[src/verilog/cpumc_regs.svh]
// Summary of operation
// - reset and power-up start in real mode
// - 64-bit submode: address 64, operand 32 default
// - prefixes override sizes for one instruction only
// - 64-bit submode exposes wide and added registers
// - code segment attribute picks long submode
// - 64-bit submode: flat space, paging required
// - compatibility submode limited to low 4 Gbytes
// - compatibility prefixes toggle 16 and 32 bits
// - compatibility: legacy segments, long-mode system mechanisms
// - real mode: 1 Mbyte, 16-bit default, no paging
// - real mode runs everything at level 0
// - never real mode while long mode active
// - protected: 4 Gbytes, 16/32 bits, segments, tasks
// - protected: identity unless paging, then page translation
// - protected mode tracks privilege levels 0 to 3
// - virtual legacy: level 3, 1 Mbyte, real addressing
// - virtual-machine flag set enters virtual legacy mode
// - flag changes only by task switch or return
// - flags pop leaves virtual-machine flag unchanged
// - with long mode enabled, entry silently ignored
// - 64-bit submode: base zero, limits ignored
// - real address: selector shifted four, plus offset
`ifndef CPUMC_REGS_SVH
`define CPUMC_REGS_SVH
`define CPUMC_OFS_CTRL 12'h000
`define CPUMC_OFS_CSEG 12'h004
`define CPUMC_OFS_VMREQ 12'h008
`define CPUMC_OFS_PREFIX 12'h00c
`define CPUMC_OFS_STATUS 12'h010
`define CPUMC_OFS_SEGSEL 12'h014
`define CPUMC_OFS_SEGBASE 12'h018
`define CPUMC_OFS_SEGLIM 12'h01c
`define CPUMC_OFS_EA_LO 12'h020
`define CPUMC_OFS_EA_HI 12'h024
`define CPUMC_OFS_LIN_LO 12'h028
`define CPUMC_OFS_LIN_HI 12'h02c
`define CPUMC_CTRL_PE 0
`define CPUMC_CTRL_PG 1
`define CPUMC_CTRL_LME 2
`define CPUMC_CSEG_L 0
`define CPUMC_CSEG_D 1
`define CPUMC_VM_VAL 0
`define CPUMC_PFX_ASZ 0
`define CPUMC_PFX_OSZ 1
`define CPUMC_PFX_EXTW 2
`define CPUMC_SRC_TASK 2'h0
`define CPUMC_SRC_RET 2'h1
`define CPUMC_SRC_POP 2'h2
`define CPUMC_RST_CTRL 3'h0
`define CPUMC_RST_CSEG 4'h0
`define CPUMC_RST_SEGLIM 32'hffffffff
`define CPUMC_REAL_SHIFT 4
`endif

[src/verilog/cpumc_pkg.sv]
`default_nettype none
package cpumc_pkg;
    typedef enum logic [2:0] {
        MODE_REAL,
        MODE_PROT,
        MODE_V86,
        MODE_LONG64,
        MODE_COMPAT
    } cpumc_mode_e;
    typedef enum logic [1:0] {
        SZ_16,
        SZ_32,
        SZ_64
    } cpumc_size_e;
endpackage : cpumc_pkg
`default_nettype wire

[src/verilog/cpumc_top.sv]
// The placing of the registers and the APB slave port were decided locally.
`timescale 1ns/10ps
`default_nettype none
`include "cpumc_regs.svh"
module cpumc_top (
    input wire logic core_clk,
    input wire logic rst_b,
    input wire logic psel,
    input wire logic penable,
    input wire logic pwrite,
    input wire logic [11:0] paddr,
    input wire logic [31:0] pwdata,
    output logic [31:0] prdata,
    output logic pready,
    output logic pslverr,
    input wire logic insn_boundary,
    output cpumc_pkg::cpumc_mode_e mode,
    output logic long_active,
    output logic [1:0] cpl,
    output cpumc_pkg::cpumc_size_e def_addr_size,
    output cpumc_pkg::cpumc_size_e def_opnd_size,
    output cpumc_pkg::cpumc_size_e eff_addr_size,
    output cpumc_pkg::cpumc_size_e eff_opnd_size,
    output logic reg_ext_en,
    output logic flat_space,
    output logic paging_on,
    output logic legacy_seg,
    output logic long_sys_mech,
    output logic hw_task_en,
    output logic limit_fault,
    output logic [63:0] lin_addr
);

////////////////////////////////////////////////////////////////////////
// apb decode
logic [2:0] ctrl_ff;
logic [3:0] cseg_ff;
logic [2:0] pfx_ff;
logic [15:0] segsel_ff;
logic [31:0] segbase_ff;
logic [31:0] seglim_ff;
logic [63:0] ea_ff;
logic vm_ff;
logic [31:0] prdata_ff;
cpumc_pkg::cpumc_mode_e mode_ff;
cpumc_pkg::cpumc_mode_e nxt_mode;
logic [1:0] cpl_ff;
logic [1:0] nxt_cpl;

wire setup = psel & ~penable;
wire access = psel & penable;
wire sel_ctrl = (paddr == `CPUMC_OFS_CTRL);
wire sel_cseg = (paddr == `CPUMC_OFS_CSEG);
wire sel_vm = (paddr == `CPUMC_OFS_VMREQ);
wire sel_pfx = (paddr == `CPUMC_OFS_PREFIX);
wire sel_stat = (paddr == `CPUMC_OFS_STATUS);
wire sel_ssel = (paddr == `CPUMC_OFS_SEGSEL);
wire sel_sbase = (paddr == `CPUMC_OFS_SEGBASE);
wire sel_slim = (paddr == `CPUMC_OFS_SEGLIM);
wire sel_ealo = (paddr == `CPUMC_OFS_EA_LO);
wire sel_eahi = (paddr == `CPUMC_OFS_EA_HI);
wire sel_linlo = (paddr == `CPUMC_OFS_LIN_LO);
wire sel_linhi = (paddr == `CPUMC_OFS_LIN_HI);
wire hit = sel_ctrl | sel_cseg | sel_vm | sel_pfx | sel_stat
    | sel_ssel | sel_sbase | sel_slim | sel_ealo | sel_eahi
    | sel_linlo | sel_linhi;
wire wr = access & pwrite & hit;

// zero wait states; read data captured in the setup cycle
assign pready = 1'b1;
assign pslverr = access & ~hit;
assign prdata = prdata_ff;

////////////////////////////////////////////////////////////////////////
// control flags seen by the mode logic
wire pe = ctrl_ff[`CPUMC_CTRL_PE];
wire pg = ctrl_ff[`CPUMC_CTRL_PG];
wire lme = ctrl_ff[`CPUMC_CTRL_LME];
wire cs_l = cseg_ff[`CPUMC_CSEG_L];
wire cs_d = cseg_ff[`CPUMC_CSEG_D];
wire [1:0] cs_cpl = cseg_ff[3:2];
// long mode needs paged protected mode, so real is impossible here
wire lma = lme & pe & pg;
assign long_active = lma;

////////////////////////////////////////////////////////////////////////
// virtual-machine flag requests
wire vm_val = pwdata[`CPUMC_VM_VAL];
wire [1:0] vm_src = pwdata[2:1];
wire vm_wr = wr & sel_vm;
wire src_task = (vm_src == `CPUMC_SRC_TASK);
wire src_ret = (vm_src == `CPUMC_SRC_RET) & (cpl_ff == 2'h0);
// a pop is not an allowed source, so it never reaches the flag
wire src_ok = src_task | src_ret;
// attempts to set while long mode is enabled drop without fault
wire vm_block = lme & vm_val;
wire vm_upd = vm_wr & src_ok & ~vm_block;

// flag register: only the two legal sources change it
always_ff @(posedge core_clk or negedge rst_b) begin
    if (!rst_b) begin
        vm_ff <= 1'b0;
    end else if (vm_upd) begin
        vm_ff <= vm_val;
    end
end

////////////////////////////////////////////////////////////////////////
// software registers
always_ff @(posedge core_clk or negedge rst_b) begin
    if (!rst_b) begin
        ctrl_ff <= `CPUMC_RST_CTRL;
        cseg_ff <= `CPUMC_RST_CSEG;
    end else begin
        if (wr & sel_ctrl) begin
            ctrl_ff <= pwdata[2:0];
        end
        if (wr & sel_cseg) begin
            cseg_ff <= pwdata[3:0];
        end
    end
end

// segment and offset operands for address formation
always_ff @(posedge core_clk or negedge rst_b) begin
    if (!rst_b) begin
        segsel_ff <= 16'h0000;
        segbase_ff <= 32'h00000000;
        seglim_ff <= `CPUMC_RST_SEGLIM;
        ea_ff <= 64'h0000000000000000;
    end else begin
        if (wr & sel_ssel) begin
            segsel_ff <= pwdata[15:0];
        end
        if (wr & sel_sbase) begin
            segbase_ff <= pwdata;
        end
        if (wr & sel_slim) begin
            seglim_ff <= pwdata;
        end
        if (wr & sel_ealo) begin
            ea_ff[31:0] <= pwdata;
        end
        if (wr & sel_eahi) begin
            ea_ff[63:32] <= pwdata;
        end
    end
end

// prefixes live for one instruction; a write in the boundary
// cycle wins so the next instruction keeps its prefix
wire pfx_wr = wr & sel_pfx;
always_ff @(posedge core_clk or negedge rst_b) begin
    if (!rst_b) begin
        pfx_ff <= 3'h0;
    end else if (pfx_wr) begin
        pfx_ff <= pwdata[2:0];
    end else if (insn_boundary) begin
        pfx_ff <= 3'h0;
    end
end

////////////////////////////////////////////////////////////////////////
// next operating mode
always_comb begin
    nxt_mode = cpumc_pkg::MODE_REAL;
    if (lma) begin
        if (cs_l) begin
            nxt_mode = cpumc_pkg::MODE_LONG64;
        end else begin
            nxt_mode = cpumc_pkg::MODE_COMPAT;
        end
    end else if (pe) begin
        if (vm_ff & ~lme) begin
            nxt_mode = cpumc_pkg::MODE_V86;
        end else begin
            nxt_mode = cpumc_pkg::MODE_PROT;
        end
    end
end

// privilege level follows the mode it will be used in
always_comb begin
    case (nxt_mode)
        cpumc_pkg::MODE_REAL: nxt_cpl = 2'h0;
        cpumc_pkg::MODE_V86: nxt_cpl = 2'h3;
        default: nxt_cpl = cs_cpl;
    endcase
end

// mode changes only between instructions
always_ff @(posedge core_clk or negedge rst_b) begin
    if (!rst_b) begin
        mode_ff <= cpumc_pkg::MODE_REAL;
        cpl_ff <= 2'h0;
    end else if (insn_boundary) begin
        mode_ff <= nxt_mode;
        cpl_ff <= nxt_cpl;
    end
end

assign mode = mode_ff;
assign cpl = cpl_ff;

////////////////////////////////////////////////////////////////////////
// mode properties
wire m_real = (mode_ff == cpumc_pkg::MODE_REAL);
wire m_prot = (mode_ff == cpumc_pkg::MODE_PROT);
wire m_v86 = (mode_ff == cpumc_pkg::MODE_V86);
wire m_l64 = (mode_ff == cpumc_pkg::MODE_LONG64);
wire m_cmp = (mode_ff == cpumc_pkg::MODE_COMPAT);
wire m_16 = m_real | m_v86;
wire pfx_asz = pfx_ff[`CPUMC_PFX_ASZ];
wire pfx_osz = pfx_ff[`CPUMC_PFX_OSZ];
wire pfx_extw = pfx_ff[`CPUMC_PFX_EXTW] & m_l64;

// wide registers, added registers and wide pointer only in 64-bit
assign reg_ext_en = m_l64;
assign flat_space = m_l64;
// paging is mandatory in long mode and absent in real mode
assign paging_on = (m_prot & pg) | m_l64 | m_cmp;
assign legacy_seg = m_prot | m_cmp;
assign long_sys_mech = m_l64 | m_cmp;
assign hw_task_en = m_prot;

// default sizes per mode
always_comb begin
    def_addr_size = cpumc_pkg::SZ_16;
    def_opnd_size = cpumc_pkg::SZ_16;
    if (m_l64) begin
        def_addr_size = cpumc_pkg::SZ_64;
        def_opnd_size = cpumc_pkg::SZ_32;
    end else if ((m_prot | m_cmp) & cs_d) begin
        def_addr_size = cpumc_pkg::SZ_32;
        def_opnd_size = cpumc_pkg::SZ_32;
    end
end

// per-instruction size overrides
always_comb begin
    eff_addr_size = def_addr_size;
    eff_opnd_size = def_opnd_size;
    if (m_l64) begin
        if (pfx_asz) begin
            eff_addr_size = cpumc_pkg::SZ_32;
        end
        if (pfx_extw) begin
            eff_opnd_size = cpumc_pkg::SZ_64;
        end else if (pfx_osz) begin
            eff_opnd_size = cpumc_pkg::SZ_16;
        end
    end else begin
        // outside 64-bit the prefixes toggle 16 against 32
        if (pfx_asz) begin
            eff_addr_size = (def_addr_size == cpumc_pkg::SZ_32)
                ? cpumc_pkg::SZ_16 : cpumc_pkg::SZ_32;
        end
        if (pfx_osz) begin
            eff_opnd_size = (def_opnd_size == cpumc_pkg::SZ_32)
                ? cpumc_pkg::SZ_16 : cpumc_pkg::SZ_32;
        end
    end
end

////////////////////////////////////////////////////////////////////////
// virtual address formation
// selector shifted four bits plus 16-bit offset; the carry into
// bit 20 is kept since wrap masking is outside this block
wire [20:0] real_lin = {5'h00, segsel_ff} * 21'h000010
    + {5'h00, ea_ff[15:0]};
wire [31:0] seg_lin = segbase_ff + ea_ff[31:0];
logic [63:0] nxt_lin;
always_comb begin
    nxt_lin = 64'h0000000000000000;
    if (m_l64) begin
        nxt_lin = ea_ff;
    end else if (m_16) begin
        nxt_lin = {43'h0, real_lin};
    end else begin
        nxt_lin = {32'h0, seg_lin};
    end
end
// limits checked only where segmentation is live
wire nxt_fault = legacy_seg & (ea_ff[31:0] > seglim_ff);

logic [63:0] lin_ff;
logic fault_ff;
always_ff @(posedge core_clk or negedge rst_b) begin
    if (!rst_b) begin
        lin_ff <= 64'h0000000000000000;
        fault_ff <= 1'b0;
    end else begin
        lin_ff <= nxt_lin;
        fault_ff <= nxt_fault;
    end
end
assign lin_addr = lin_ff;
assign limit_fault = fault_ff;

////////////////////////////////////////////////////////////////////////
// read mux
wire [31:0] stat_word = {15'h0000, fault_ff, paging_on, pfx_ff,
    reg_ext_en, eff_opnd_size, eff_addr_size, cpl_ff, vm_ff, lma,
    mode_ff};
logic [31:0] rd_mux;
always_comb begin
    rd_mux = 32'h00000000;
    if (sel_ctrl) rd_mux = {29'h0, ctrl_ff};
    if (sel_cseg) rd_mux = {28'h0, cseg_ff};
    if (sel_vm) rd_mux = {31'h0, vm_ff};
    if (sel_pfx) rd_mux = {29'h0, pfx_ff};
    if (sel_stat) rd_mux = stat_word;
    if (sel_ssel) rd_mux = {16'h0, segsel_ff};
    if (sel_sbase) rd_mux = segbase_ff;
    if (sel_slim) rd_mux = seglim_ff;
    if (sel_ealo) rd_mux = ea_ff[31:0];
    if (sel_eahi) rd_mux = ea_ff[63:32];
    if (sel_linlo) rd_mux = lin_ff[31:0];
    if (sel_linhi) rd_mux = lin_ff[63:32];
end

// data captured in setup so the access phase needs no wait
always_ff @(posedge core_clk or negedge rst_b) begin
    if (!rst_b) begin
        prdata_ff <= 32'h00000000;
    end else if (setup) begin
        prdata_ff <= rd_mux;
    end
end

////////////////////////////////////////////////////////////////////////
// checks
AST_RESET_REAL: assert property (@(posedge core_clk) disable iff (!rst_b)
    (insn_boundary && !pe) |=> (mode_ff == cpumc_pkg::MODE_REAL))
    else $error("mode not real with protection off");
AST_L64_SIZES: assert property (@(posedge core_clk) disable iff (!rst_b)
    (insn_boundary && lma && cs_l) |=> (def_addr_size == cpumc_pkg::SZ_64
    && def_opnd_size == cpumc_pkg::SZ_32))
    else $error("64-bit default sizes wrong");
AST_PFX_ONE: assert property (@(posedge core_clk) disable iff (!rst_b)
    (insn_boundary && !pfx_wr) |=> (pfx_ff == 3'h0))
    else $error("prefix outlived its instruction");
AST_EXTW: assert property (@(posedge core_clk) disable iff (!rst_b)
    (m_l64 && pfx_ff[`CPUMC_PFX_EXTW]) |-> (eff_opnd_size == cpumc_pkg::SZ_64
    && reg_ext_en))
    else $error("extension prefix not widening");
AST_SUBMODE: assert property (@(posedge core_clk) disable iff (!rst_b)
    (insn_boundary && lma) |=> (cs_l ? m_l64 : m_cmp) || $past(cs_l) != cs_l)
    else $error("submode not following code segment");
AST_FLAT: assert property (@(posedge core_clk) disable iff (!rst_b)
    m_l64 && $stable(ea_ff) && $past(m_l64) |-> (lin_addr == ea_ff))
    else $error("64-bit address not flat");
AST_LOW4G: assert property (@(posedge core_clk) disable iff (!rst_b)
    $past(m_cmp) |-> (lin_addr[63:32] == 32'h0))
    else $error("compatibility address above 4 Gbytes");
AST_NO_REAL_LONG: assert property (@(posedge core_clk) disable iff (!rst_b)
    (insn_boundary && lma) |=> !m_real && !m_v86)
    else $error("legacy mode while long active");
AST_CPL_REAL: assert property (@(posedge core_clk) disable iff (!rst_b)
    m_real |-> (cpl_ff == 2'h0))
    else $error("real mode not at level 0");
AST_CPL_V86: assert property (@(posedge core_clk) disable iff (!rst_b)
    m_v86 |-> (cpl_ff == 2'h3) && paging_on == 1'b0)
    else $error("virtual legacy not at level 3");
AST_POP_KEEP: assert property (@(posedge core_clk) disable iff (!rst_b)
    (vm_wr && vm_src == `CPUMC_SRC_POP) |=> $stable(vm_ff))
    else $error("flags pop changed the flag");
AST_LME_BLOCK: assert property (@(posedge core_clk) disable iff (!rst_b)
    (vm_wr && lme && vm_val && !vm_ff) |=> !vm_ff)
    else $error("virtual legacy entered with long enabled");
AST_HOLD: assert property (@(posedge core_clk) disable iff (!rst_b)
    !insn_boundary |=> $stable(mode_ff))
    else $error("mode changed inside an instruction");

endmodule : cpumc_top
`default_nettype wire

[config.mk]
export PLATFORM = sky130hd
export DESIGN_NAME = cpumc_top
export DESIGN_NICKNAME = d
export VERILOG_FILES = /design/src/verilog/cpumc_pkg.sv /design/src/verilog/cpumc_top.sv
export VERILOG_INCLUDE_DIRS = /design/src /design/src/verilog
export SDC_FILE = /design/constraint.sdc
export NUM_CORES = 1
export LEC_CHECK = 0
export BUFFER_PORTS_ARGS = -buffer_cell sky130_fd_sc_hd__buf_2
export CORE_ASPECT_RATIO = 0.7
export CORE_MARGIN = 2
export CORE_UTILIZATION = 46
export CTS_BUF_LIST = sky130_fd_sc_hd__clkbuf_2 sky130_fd_sc_hd__clkbuf_4 sky130_fd_sc_hd__clkbuf_8
export DETAILED_ROUTE_END_ITERATION = 10
export PLACE_DENSITY = 0.72
export RECOVER_POWER = 25
export SYNTH_ARGS = -nofsm -noshare
export SYNTH_HDL_FRONTEND = slang
export SYNTH_SLANG_ARGS = --single-unit
[constraint.sdc]
create_clock -name core_clk -period 2.8 [get_ports core_clk]
set_input_delay 0.7 -clock core_clk [delete_from_list [all_inputs] [get_ports core_clk]]
set_output_delay 0.7 -clock core_clk [all_outputs]
set_load 0.05 [all_outputs]
==> impl_metrics.tcl, run 1 <==
set metrics [dict create \
    syn_nets 1518 \
    worst_slew_pin_slew_ns 1.89 \
    ys_async_sr_fraction_pct 100 \
    vias 12800 \
    syn_area_sq_mm 0.0143 \
    clk_pin_slew_ns 0.06 \
    ir_drop_mv 0.228 \
    rows 54 \
    yosysTopAreaCellShare_pct 39.3 \
    fillCellCount 2601 \
    yosysWarnings 0 \
    setup_viol 1 \
    grt_pass1_vias 12500 \
    insertion_delay_ns 0.59 \
    finalHoldViolCount 0 \
    synth.most_common_cell "dfrtp_1" \
    endpoint_kind "output port" \
    die_w_microns 215 \
    yosysSeqAreaShare_pct 45.1 \
    place_congestion 0.968 \
    r2r_start "ea_ff[1]" \
    crit_required_ns 2.10 \
    layout.cell_area.non_filler_sq_mm 0.0182 \
    totalWireLength_microns 49400 \
    dr.pass1.iters 5 \
    die_h_microns 152 \
    synth_cell_types 81 \
    ioPinCount 169 \
    sw_frac_of_total_pct 24.2 \
    crit_arrival_ns 2.11 \
    slew_violations 69 \
    crit_path_start "mode[0]" \
    syn_inst 1390 \
    hold_start "pwdata[16]" \
    critPathKind "reg2out" \
    power.switching_uw 1870 \
    finalCritPeriodShare_pct 100 \
    initial_core_util_pct 46.3 \
    clkPwrFrac_pct 47.4 \
    layout_setup_ws_ns -0.00741 \
    syn_avg_cell_area_sq_um 10.3 \
    placed_area_sq_mm 0.0169 \
    violations "capacitance limit, slew limit, setup timing" \
    path_max_fanout 10 \
    hp-class "in2reg" \
    period_needed_ns 2.81 \
    status "finished, violations left" \
    cts_made_buffers 44 \
    ctsHtreeMaxLevel 2 \
    relSlewSlack_pct -25.8 \
    yosys.area.top_type "dfrtp_1" \
    grt_max_degree 70 \
    leakage_uw 0.00942 \
    drv_cap 1 \
    dp_hpwl_microns 36700 \
    grt_first_pass_wirelength_microns 73800 \
    internal-power_uw 5860 \
    drcViolationCount 0 \
    die_area_sq_mm 0.0326 \
    rsz0062_at_grt "yes" \
    share_comb_of_total_power_pct 4.4 \
    pwr-share-seq_pct 48.2 \
    portBuffers 166 \
    avgViaCountPerCell 5.93 \
    pre_cts_ws_ns -0.112 \
    timing.fmax_mhz 356 \
    synth_common_cells "dfrtp_1, nand2_1, o21ai_0, mux2_2, ha_1" \
    synth_seq_cells 257 \
    drive_above_1_share_pct 37.4 \
    ant_nets 0 \
    wl_per_cell_microns 22.8 \
    p_per_area_mw_per_mm2 424 \
    synth.area.top_cells "dfrtp_1, mux2_2, ha_1, dfstp_2, o21ai_0" \
    startpoint_type "register" \
    grt_use_total_pct 30.0 \
    area_growth_pct 27.2 \
    root_buffer "clkbuf_8" \
    final_nets 1836 \
    cts.sinks 257 \
    core_area_sq_mm 0.0309 \
    fin_skew_ns 0.0278 \
    synth-edff-count 0 \
    drt_iter0_markers 1432 \
    antenna_found_initial 2 \
    cts.path.max_buffers 3 \
    synth_top_flop_cell "dfrtp_1" \
    cts_tree "done" \
    power_uw 7730 \
    grt_remaining_overflow 0 \
]
state kept, by name, summed over array words and instances (netlist names), 3 cells and up:
name	count
lin_addr	64
mode	3
ea_ff	64
pfx_ff	3
prdata	32
seglim_ff	32
segsel_ff	16
ctrl_ff	3
segbase_ff	32
cseg_ff	4
kinds of logic after synthesis:
kind of cell / count (synthesis) / synth area share, %
buf+inv: 139 / 4.16
fa+ha+maj: 78 / 6.91
xor+xnor: 38 / 2.32
flops: 257 / 45.1
compound gates: 384 / 17.3
mux: 140 / 11.9
simple gates: 352 / 12.2
other cells: 2 / 0.0524
critical path: stages, from the launching register on:
cell and delay [ns]:
dfrtp_2 0.47, nand2_2 0.11, or2_4 0.30, inv_4 0.16
buf_12 0.17, and2_1 0.16, buf_6 0.16
stage by stage:
step	instances	util, %	hold WS, ns	TNS (ns)
4_1_cts	2154	58.0	0.0921	-0.0221
6_report	2165	58.9	0.355	-0.00741
3_3_place_gp	2069	54.6	0.456	-0.0858
2_1_floorplan	1390	-	0.404	0
5_1_grt	2164	58.9	0.355	-0.271
3_5_place_dp	2069	54.6	0.462	-1.72
final cells by class:
cell class	count	area (sq um)	share of cell area [%]
Clock inverter	12	72.6	0.398
Multi-Input combinational cell	994	7610	41.8
Tap cell	420	526	2.88
Timing Repair Buffer	351	2420	13.3
Sequential cell	257	6470	35.5
Inverter	60	228	1.25
Clock buffer	70	895	4.91
Antenna cell	1	2.50	0.0137
cell usage in the layout, fill, tap and decap left out, drive strengths merged, types with 7 or more instances in the layout:
cell type and n:
o21a 12, a222oi 9, a221oi 30, a21o 26, nor3 15, dfstp 32, nand3 14, nand2 150
o22ai 7, nor4 7, o21ai 136, buf 341, a31oi 18, a22oi 22, mux4 13, nand2b 10
ha 76, mux2 118, xor2 14, clkinv 9, a211oi 7, clkbuf 80, nor2 75, nand4 11
a21oi 70, nor2b 12, and2 35, o211ai 9, xnor2 24, mux2i 9, dfrtp 225, inv 61
per-layer routing:
layer | track usage [%] | share of wire [%] | wire length [microns]
met4 | 10.7 | 3.1 | 1520
met5 | 0 | 0 | 0
met1 | 43.8 | 45 | 22000
met2 | 42.1 | 41 | 20300
met3 | 8.76 | 11 | 5500
power by group through the flow:
stage          logic, uW  clock network, uW  registers [uW]
4_1_cts              350               3730            3720
2_1_floorplan        106                  0            3810
6_report             342               3670            3720
3_3_place_gp         344                  0            3790
5_1_grt              371               3900            3720
3_5_place_dp         348                  0            3790
worst paths after layout:
kind | cells past startpoint | slack [ns] | to
min in group asynchronous | 1 | 0.65 | ea_ff[63]
worst max-delay path | 6 | -0.007 | eff_opnd_size[1]
worst min register to register | 1 | 0.47 | prdata[2]
worst min-delay path | 3 | 0.35 | seglim_ff[16]
worst max register to register | 11 | 0.01 | lin_addr[11]
max in group asynchronous | 2 | 0.42 | ea_ff[0]
what timing repair did:
item,4_1_cts,5_1_grt
gates resized for setup,9,53
setup endpoints to repair,6,21
pin swaps,4,17
buffers inserted,3,9
hold endpoints to repair,0,0
cloned,0,1
hold buffers,0,0
(Power assumes the default switching activity.)
==> run 2, diff against run 1 <==
--- a/config.mk
+++ b/config.mk
@@ -6,8 +6,8 @@
 export SDC_FILE = /design/constraint.sdc
 export NUM_CORES = 1
 export LEC_CHECK = 0
+export ABC_AREA = 1
 export BUFFER_PORTS_ARGS = -buffer_cell sky130_fd_sc_hd__buf_2
-export CORE_ASPECT_RATIO = 0.7
 export CORE_MARGIN = 2
 export CORE_UTILIZATION = 46
 export CTS_BUF_LIST = sky130_fd_sc_hd__clkbuf_2 sky130_fd_sc_hd__clkbuf_4 sky130_fd_sc_hd__clkbuf_8
==> run 2 against run 1 <==
  * The run ends with capacitance limit, slew limit left
  * Clock power shrank 4%
  * Clock-buffer cell count grew 2
  * Die area grew 3.5%
  * Wire length is essentially flat
  * Worst setup slack gained 0.017 ns
  * Power grew 0.44%
  * Cell area shrank 5.2%
  * Critical path type unchanged
  * Critical endpoint is now eff_addr_size[0]
  * Highest routed layer unchanged
==> impl_metrics.tcl, run 2 <==
set metrics [dict create \
    synth_top_flop_cell "dfrtp_1" \
    crit_arrival_ns 2.09 \
    path_max_fanout 4 \
    drt_iter0_markers 1490 \
    power.switching_uw 1960 \
    internal-power_uw 5810 \
    critPathKind "reg2out" \
    holdPathEnd "seglim_ff[28]" \
    slowest_delay_ns 0.44 \
    hold_ws_ns 0.420 \
    ant_nets 0 \
    hp-class "in2reg" \
    r2r_start "ea_ff[15]" \
    num_antenna_cells 0 \
    period_needed_ns 2.79 \
    totalWireLength_microns 49400 \
    rows 65 \
    die_h_microns 184 \
    crit_required_ns 2.10 \
    slew_violations 75 \
    finalCritPeriodShare_pct 99.6 \
    endpoint_kind "output port" \
    crit_path_start "mode[1]" \
    layout.cell_area.non_filler_sq_mm 0.0173 \
    grt_pass1_vias 13300 \
    cts.path.max_buffers 3 \
    dr.pass1.iters 7 \
    clk_pin_slew_ns 0.06 \
    r2r_slack_ns 0.21 \
    finalHoldViolCount 0 \
    cts_tree "done" \
    avgViaCountPerCell 5.60 \
    yosysWarnings 0 \
    cts.hold.buffers_added 0 \
    startpoint_type "register" \
    ir_drop_mv 0.301 \
    pwr-share-seq_pct 48.3 \
    core_area_sq_mm 0.0317 \
    drv_cap 1 \
    grt_first_pass_wirelength_microns 76200 \
    sw_frac_of_total_pct 25.2 \
    rsz0062_at_grt "yes" \
    insertion_delay_ns 0.57 \
    synth.most_common_cell "nand2_1" \
    synth_common_cells "nand2_1, dfrtp_1, inv_1, o21ai_1, nor2_1" \
    dp_hpwl_microns 37700 \
    cpMostUsedCell "nand2_4" \
    critPathSlowestCell "dfrtp_2" \
    wl_per_cell_microns 19.4 \
    synth.area.top_cells "dfrtp_1, nand2_1, ha_1, dfstp_2, o21ai_1" \
    ctsHtreeMaxLevel 2 \
    placed_area_sq_mm 0.0163 \
    vias 14200 \
    timing.fmax_mhz 358 \
    antenna_found_initial 1 \
    yosys.area.top_type "dfrtp_1" \
    whs_path_depth 3 \
    yosysTopAreaCellShare_pct 37.9 \
    hold_start "pwdata[28]" \
    relSlewSlack_pct -42.8 \
    place_congestion 0.997 \
    final_core_util_pct 54.5 \
    crit_chain "inv_2 -> nand2_4 -> o21ai_4 -> nand2_4 -> xor2_1 -> buf_2" \
    die_area_sq_mm 0.0338 \
    violations "capacitance limit, slew limit" \
    ys_async_sr_fraction_pct 100 \
    die_w_microns 184 \
    worst_slew_pin_slew_ns 2.14 \
    finalSetupTns_ns 0 \
    drive_above_1_share_pct 18.7 \
    pre_cts_ws_ns 0.102 \
    setup_viol 0 \
    ioPinCount 169 \
    syn_avg_cell_area_sq_um 7.78 \
    synth_seq_cells 257 \
    critical-path-top-delay-family "flip-flops" \
    reg2reg_depth 10 \
    syn_area_sq_mm 0.0149 \
    synth-edff-count 0 \
    status "finished, violations left" \
    r2r_end "lin_addr[20]" \
    cts_made_buffers 43 \
    synth_cell_types 53 \
    p_per_area_mw_per_mm2 450 \
    root_buffer "clkbuf_8" \
    fin_skew_ns 0.0164 \
    final_cell_mix "nand2_1, dfrtp_1, inv_1, buf_2, o21ai_1" \
    leakage_uw 0.00863 \
    share_comb_of_total_power_pct 6.2 \
    layout_commonest_cell "nand2_1" \
    syn_inst 1910 \
    grt_use_total_pct 29.2 \
    layout_setup_ws_ns 0.0100 \
    grt_max_degree 78 \
    initial_core_util_pct 46.9 \
    drcViolationCount 0 \
    clkPwrFrac_pct 45.5 \
    grt_remaining_overflow 0 \
    portBuffers 166 \
    area_growth_pct 16.2 \
    syn_nets 2038 \
    final_nets 2238 \
    cp_num_buf_inv 2 \
    cts.sinks 257 \
    yosysSeqAreaShare_pct 43.5 \
]
-- run 2: changes by cell type after synthesis, moves of 51 or more --
cell     before  now
nor2_1       72  139
inv_1        59  192
nand2_1     147  546
o21ai_1       8  148
mux2_2       93    0
nand3_1      14   65
-- run 2: final cells by class --
| class | count | area [sq um] |
|---|---|---|
| inverters | 207 | 792 |
| fillers | 3025 | 14400 |
| multi-input cells | 1379 | 7230 |
| flip-flops and latches | 257 | 6470 |
| clock buffers | 72 | 866 |
| clock inverters | 7 | 55.1 |
| well taps | 402 | 503 |
| repair buffers | 222 | 1350 |
-- run 2: worst max path at each step --
stage / endpoint / cells past startpoint
4_1_cts: eff_opnd_size[0] / 6
6_report: eff_addr_size[0] / 6
3_3_place_gp: pslverr / 10
3_5_place_dp: pslverr / 10
2_1_floorplan: eff_addr_size[0] / 5
5_1_grt: eff_opnd_size[0] / 8
-- run 2: worst min-delay path, delay by kind of cell --
family | cells | cell delay (ns)
buf+inv | 2 | 0.19
compound gates | 1 | 0.08
-- run 2: power groups by stage --
stage | Clock [uW] | Sequential, uW | Combinational, uW
after floorplan | 0 | 3870 | 172
after global placement | 0 | 3820 | 458
after detailed placement | 0 | 3820 | 464
after CTS | 3570 | 3750 | 474
after global routing | 3730 | 3750 | 512
final | 3540 | 3750 | 479
-- run 2: through the flow --
step / total power, uW / std cells
final: 7770 / 2546
after global routing: 8000 / 2546
after floorplan: 4040 / 1910
after CTS: 7800 / 2543
after global placement: 4280 / 2461
after detailed placement: 4280 / 2461
-- run 2: what timing repair did --
item / 4_1_cts / 5_1_grt
setup endpoints to repair: 4 / 6
resized for setup: 10 / 5
buffers inserted: 3 / 3
pin swaps: 1 / 3
gates cloned: 0 / 0
-- run 2: kinds of logic (layout without fill, tap and decap cells) --
kind of cell / after synthesis / count (layout) / synth area share [%]
AO/OA/AOI/OAI: 447 / 447 / 16.6
XOR/XNOR: 11 / 11 / 0.648
adder cells (fa/ha/maj): 78 / 78 / 6.67
buffers and inverters: 274 / 508 / 8.38
flip-flops: 257 / 257 / 43.5
other: 2 / 2 / 0.0505
AND/OR/NAND/NOR: 841 / 841 / 24.2
-- run 2: per-layer routing --
| layer | wire, microns | vias up | global-route usage, % | share of wire [%] |
|---|---|---|---|---|
| li1 | - | 6722 | - | - |
| met1 | 22300 | 6767 | 43.7 | 45 |
| met2 | 21000 | 681 | 43.6 | 43 |
| met3 | 4970 | 75 | 5.17 | 10 |
| met4 | 1130 | 0 | 7.78 | 2.3 |
| met5 | 0 | - | 0 | 0 |
==> run 3, diff against run 2 <==
--- a/config.mk
+++ b/config.mk
@@ -8,6 +8,7 @@
 export LEC_CHECK = 0
 export ABC_AREA = 1
 export BUFFER_PORTS_ARGS = -buffer_cell sky130_fd_sc_hd__buf_2
+export CORE_ASPECT_RATIO = 0.5
 export CORE_MARGIN = 2
 export CORE_UTILIZATION = 46
 export CTS_BUF_LIST = sky130_fd_sc_hd__clkbuf_2 sky130_fd_sc_hd__clkbuf_4 sky130_fd_sc_hd__clkbuf_8
==> run 3 against run 2 <==
  * Largest power group unchanged
  * The run now ends clean
  * Cell area increased by 1.6%
  * Global-route usage increased by 2.3 points
  * Clock skew increased by 0.016 ns
  * Critical path depth unchanged
==> impl_metrics.tcl, run 3 (same netlist as run 2, synthesis figures left out) <==
set metrics [dict create \
    timing.fmax_mhz 358 \
    placed_area_sq_mm 0.0166 \
    crit_arrival_ns 2.09 \
    layout.cell_area.non_filler_sq_mm 0.0175 \
    finalHoldViolCount 0 \
    cpMostUsedCell "nand2_4" \
    ioPinCount 169 \
    slew_violations 0 \
    slowest_delay_ns 0.44 \
    cts.sinks 257 \
    cts.path.max_buffers 3 \
    status "finished clean" \
    dp_hpwl_microns 40200 \
    endpoint_kind "output port" \
    worst_slew_pin_slew_ns 1.25 \
    pre_cts_ws_ns 0.0912 \
    grt_remaining_overflow 0 \
    place_congestion 0.996 \
    die_h_microns 131 \
    r2r_start "ea_ff[9]" \
    hp-class "in2reg" \
    routed-wl-met3_microns 6100 \
    fillCellCount 3027 \
    drcViolationCount 0 \
    crit_path_start "mode[1]" \
    avgViaCountPerCell 5.59 \
    startpoint_type "register" \
    p_per_area_mw_per_mm2 439 \
    r2r_end "lin_addr[14]" \
    final_core_util_pct 55.2 \
    dr.pass1.iters 7 \
    r2r_slack_ns 0.15 \
    vias 14500 \
    grt_use_total_pct 31.5 \
    critPathKind "reg2out" \
    relSlewSlack_pct 16.6 \
    critPathSlowestCell "dfrtp_2" \
    ctsHtreeMaxLevel 2 \
    grt_first_pass_wirelength_microns 81600 \
    grt_max_degree 81 \
    routed.top_layer "met4" \
    drt_iter0_markers 1654 \
    crit_chain "inv_2 -> nand2_4 -> o21ai_4 -> nand2_4 -> xor2_1 -> buf_2" \
    drv_cap 0 \
    totalWireLength_microns 53400 \
    period_needed_ns 2.79 \
    rows 46 \
    initial_core_util_pct 46.8 \
    final_nets 2266 \
    clk_pin_slew_ns 0.07 \
    final_cell_mix "nand2_1, dfrtp_1, inv_1, buf_2, o21ai_1" \
    wl_met2_microns 21100 \
    ir_drop_mv 0.221 \
    whs_path_depth 3 \
    setup_viol 0 \
    cts_tree "done" \
    root_buffer "clkbuf_8" \
    die_area_sq_mm 0.0339 \
    cts_made_buffers 39 \
    hold_ws_ns 0.405 \
    path_max_fanout 4 \
    rsz0062_at_grt "yes" \
    crit_path_end "eff_addr_size[0]" \
    drive_above_1_share_pct 19.6 \
    portBuffers 166 \
    antenna_found_initial 1 \
    crit_required_ns 2.10 \
    num_antenna_cells 0 \
    area_growth_pct 18.0 \
    finalCritPeriodShare_pct 99.7 \
    leakage_uw 0.00879 \
    reg2reg_depth 9 \
    insertion_delay_ns 0.59 \
    layout_commonest_cell "nand2_1" \
    fin_skew_ns 0.0322 \
    grt_pass1_vias 13500 \
    wl_per_cell_microns 20.5 \
    ant_nets 0 \
    layout_setup_ws_ns 0.00817 \
    power_uw 7700 \
    die_w_microns 258 \
    met1Wirelength_microns 25000 \
    core_area_sq_mm 0.0318 \
]
run 3: layer usage:
metal	vias to the layer above	global-route usage (%)
met4	0	7.13
met1	6971	48.2
met2	663	42.3
met5	-	0
met3	95	10.6
li1	6793	-
run 3: worst min path at each step:
stage / slack, ns / start / end
floorplan: 0.40 / rst_b / cpl[0]
global placement: 0.46 / prdata[26] / prdata[26]
detailed placement: 0.46 / prdata[20] / prdata[20]
CTS: 0.39 / pwdata[21] / seglim_ff[21]
global route: 0.42 / pwdata[29] / seglim_ff[29]
finish: 0.41 / pwdata[21] / seglim_ff[21]
run 3: timing repair:
item | 4_1_cts | 5_1_grt
hold endpoints to repair | 3 | 0
endpoints found under the setup margin | 5 | 9
hold buffers | 1 | 0
pin swaps | 2 | 2
buffers inserted | 9 | 2
resized for setup | 8 | 10
run 3: final cells by class:
| type | instances | area, sq um | area share (%) |
|---|---|---|---|
| well taps | 432 | 541 | 3.08 |
| clock buffers | 66 | 796 | 4.54 |
| multi-input cells | 1379 | 7250 | 41.3 |
| inverters | 207 | 792 | 4.51 |
| repair buffers | 254 | 1630 | 9.31 |
| clock inverters | 5 | 58.8 | 0.335 |
| flip-flops and latches | 257 | 6470 | 36.9 |
run 3: power by group:
part | switching (uW) | internal [uW]
Sequential | 15.0 | 3730
Combinational | 368 | 115
Clock | 1580 | 1890
Total | 1970 | 5730
run 3: worst max-delay path: cells and delay by family, from the launching register on:
kind	cells	cell delay, ns
AOI/OAI and AO/OA	1	0.16
xor gates and xnor gates	1	0.31
buffers and inverters	2	0.43
DFF	1	0.44
and+or+nand+nor	2	0.15
run 3: through the flow:
step	std cells	TNS [ns]
final	2600	0
after global routing	2600	-0.0381
after CTS	2598	0
after detailed placement	2517	0
after global placement	2517	0
after floorplan	1910	-0.297
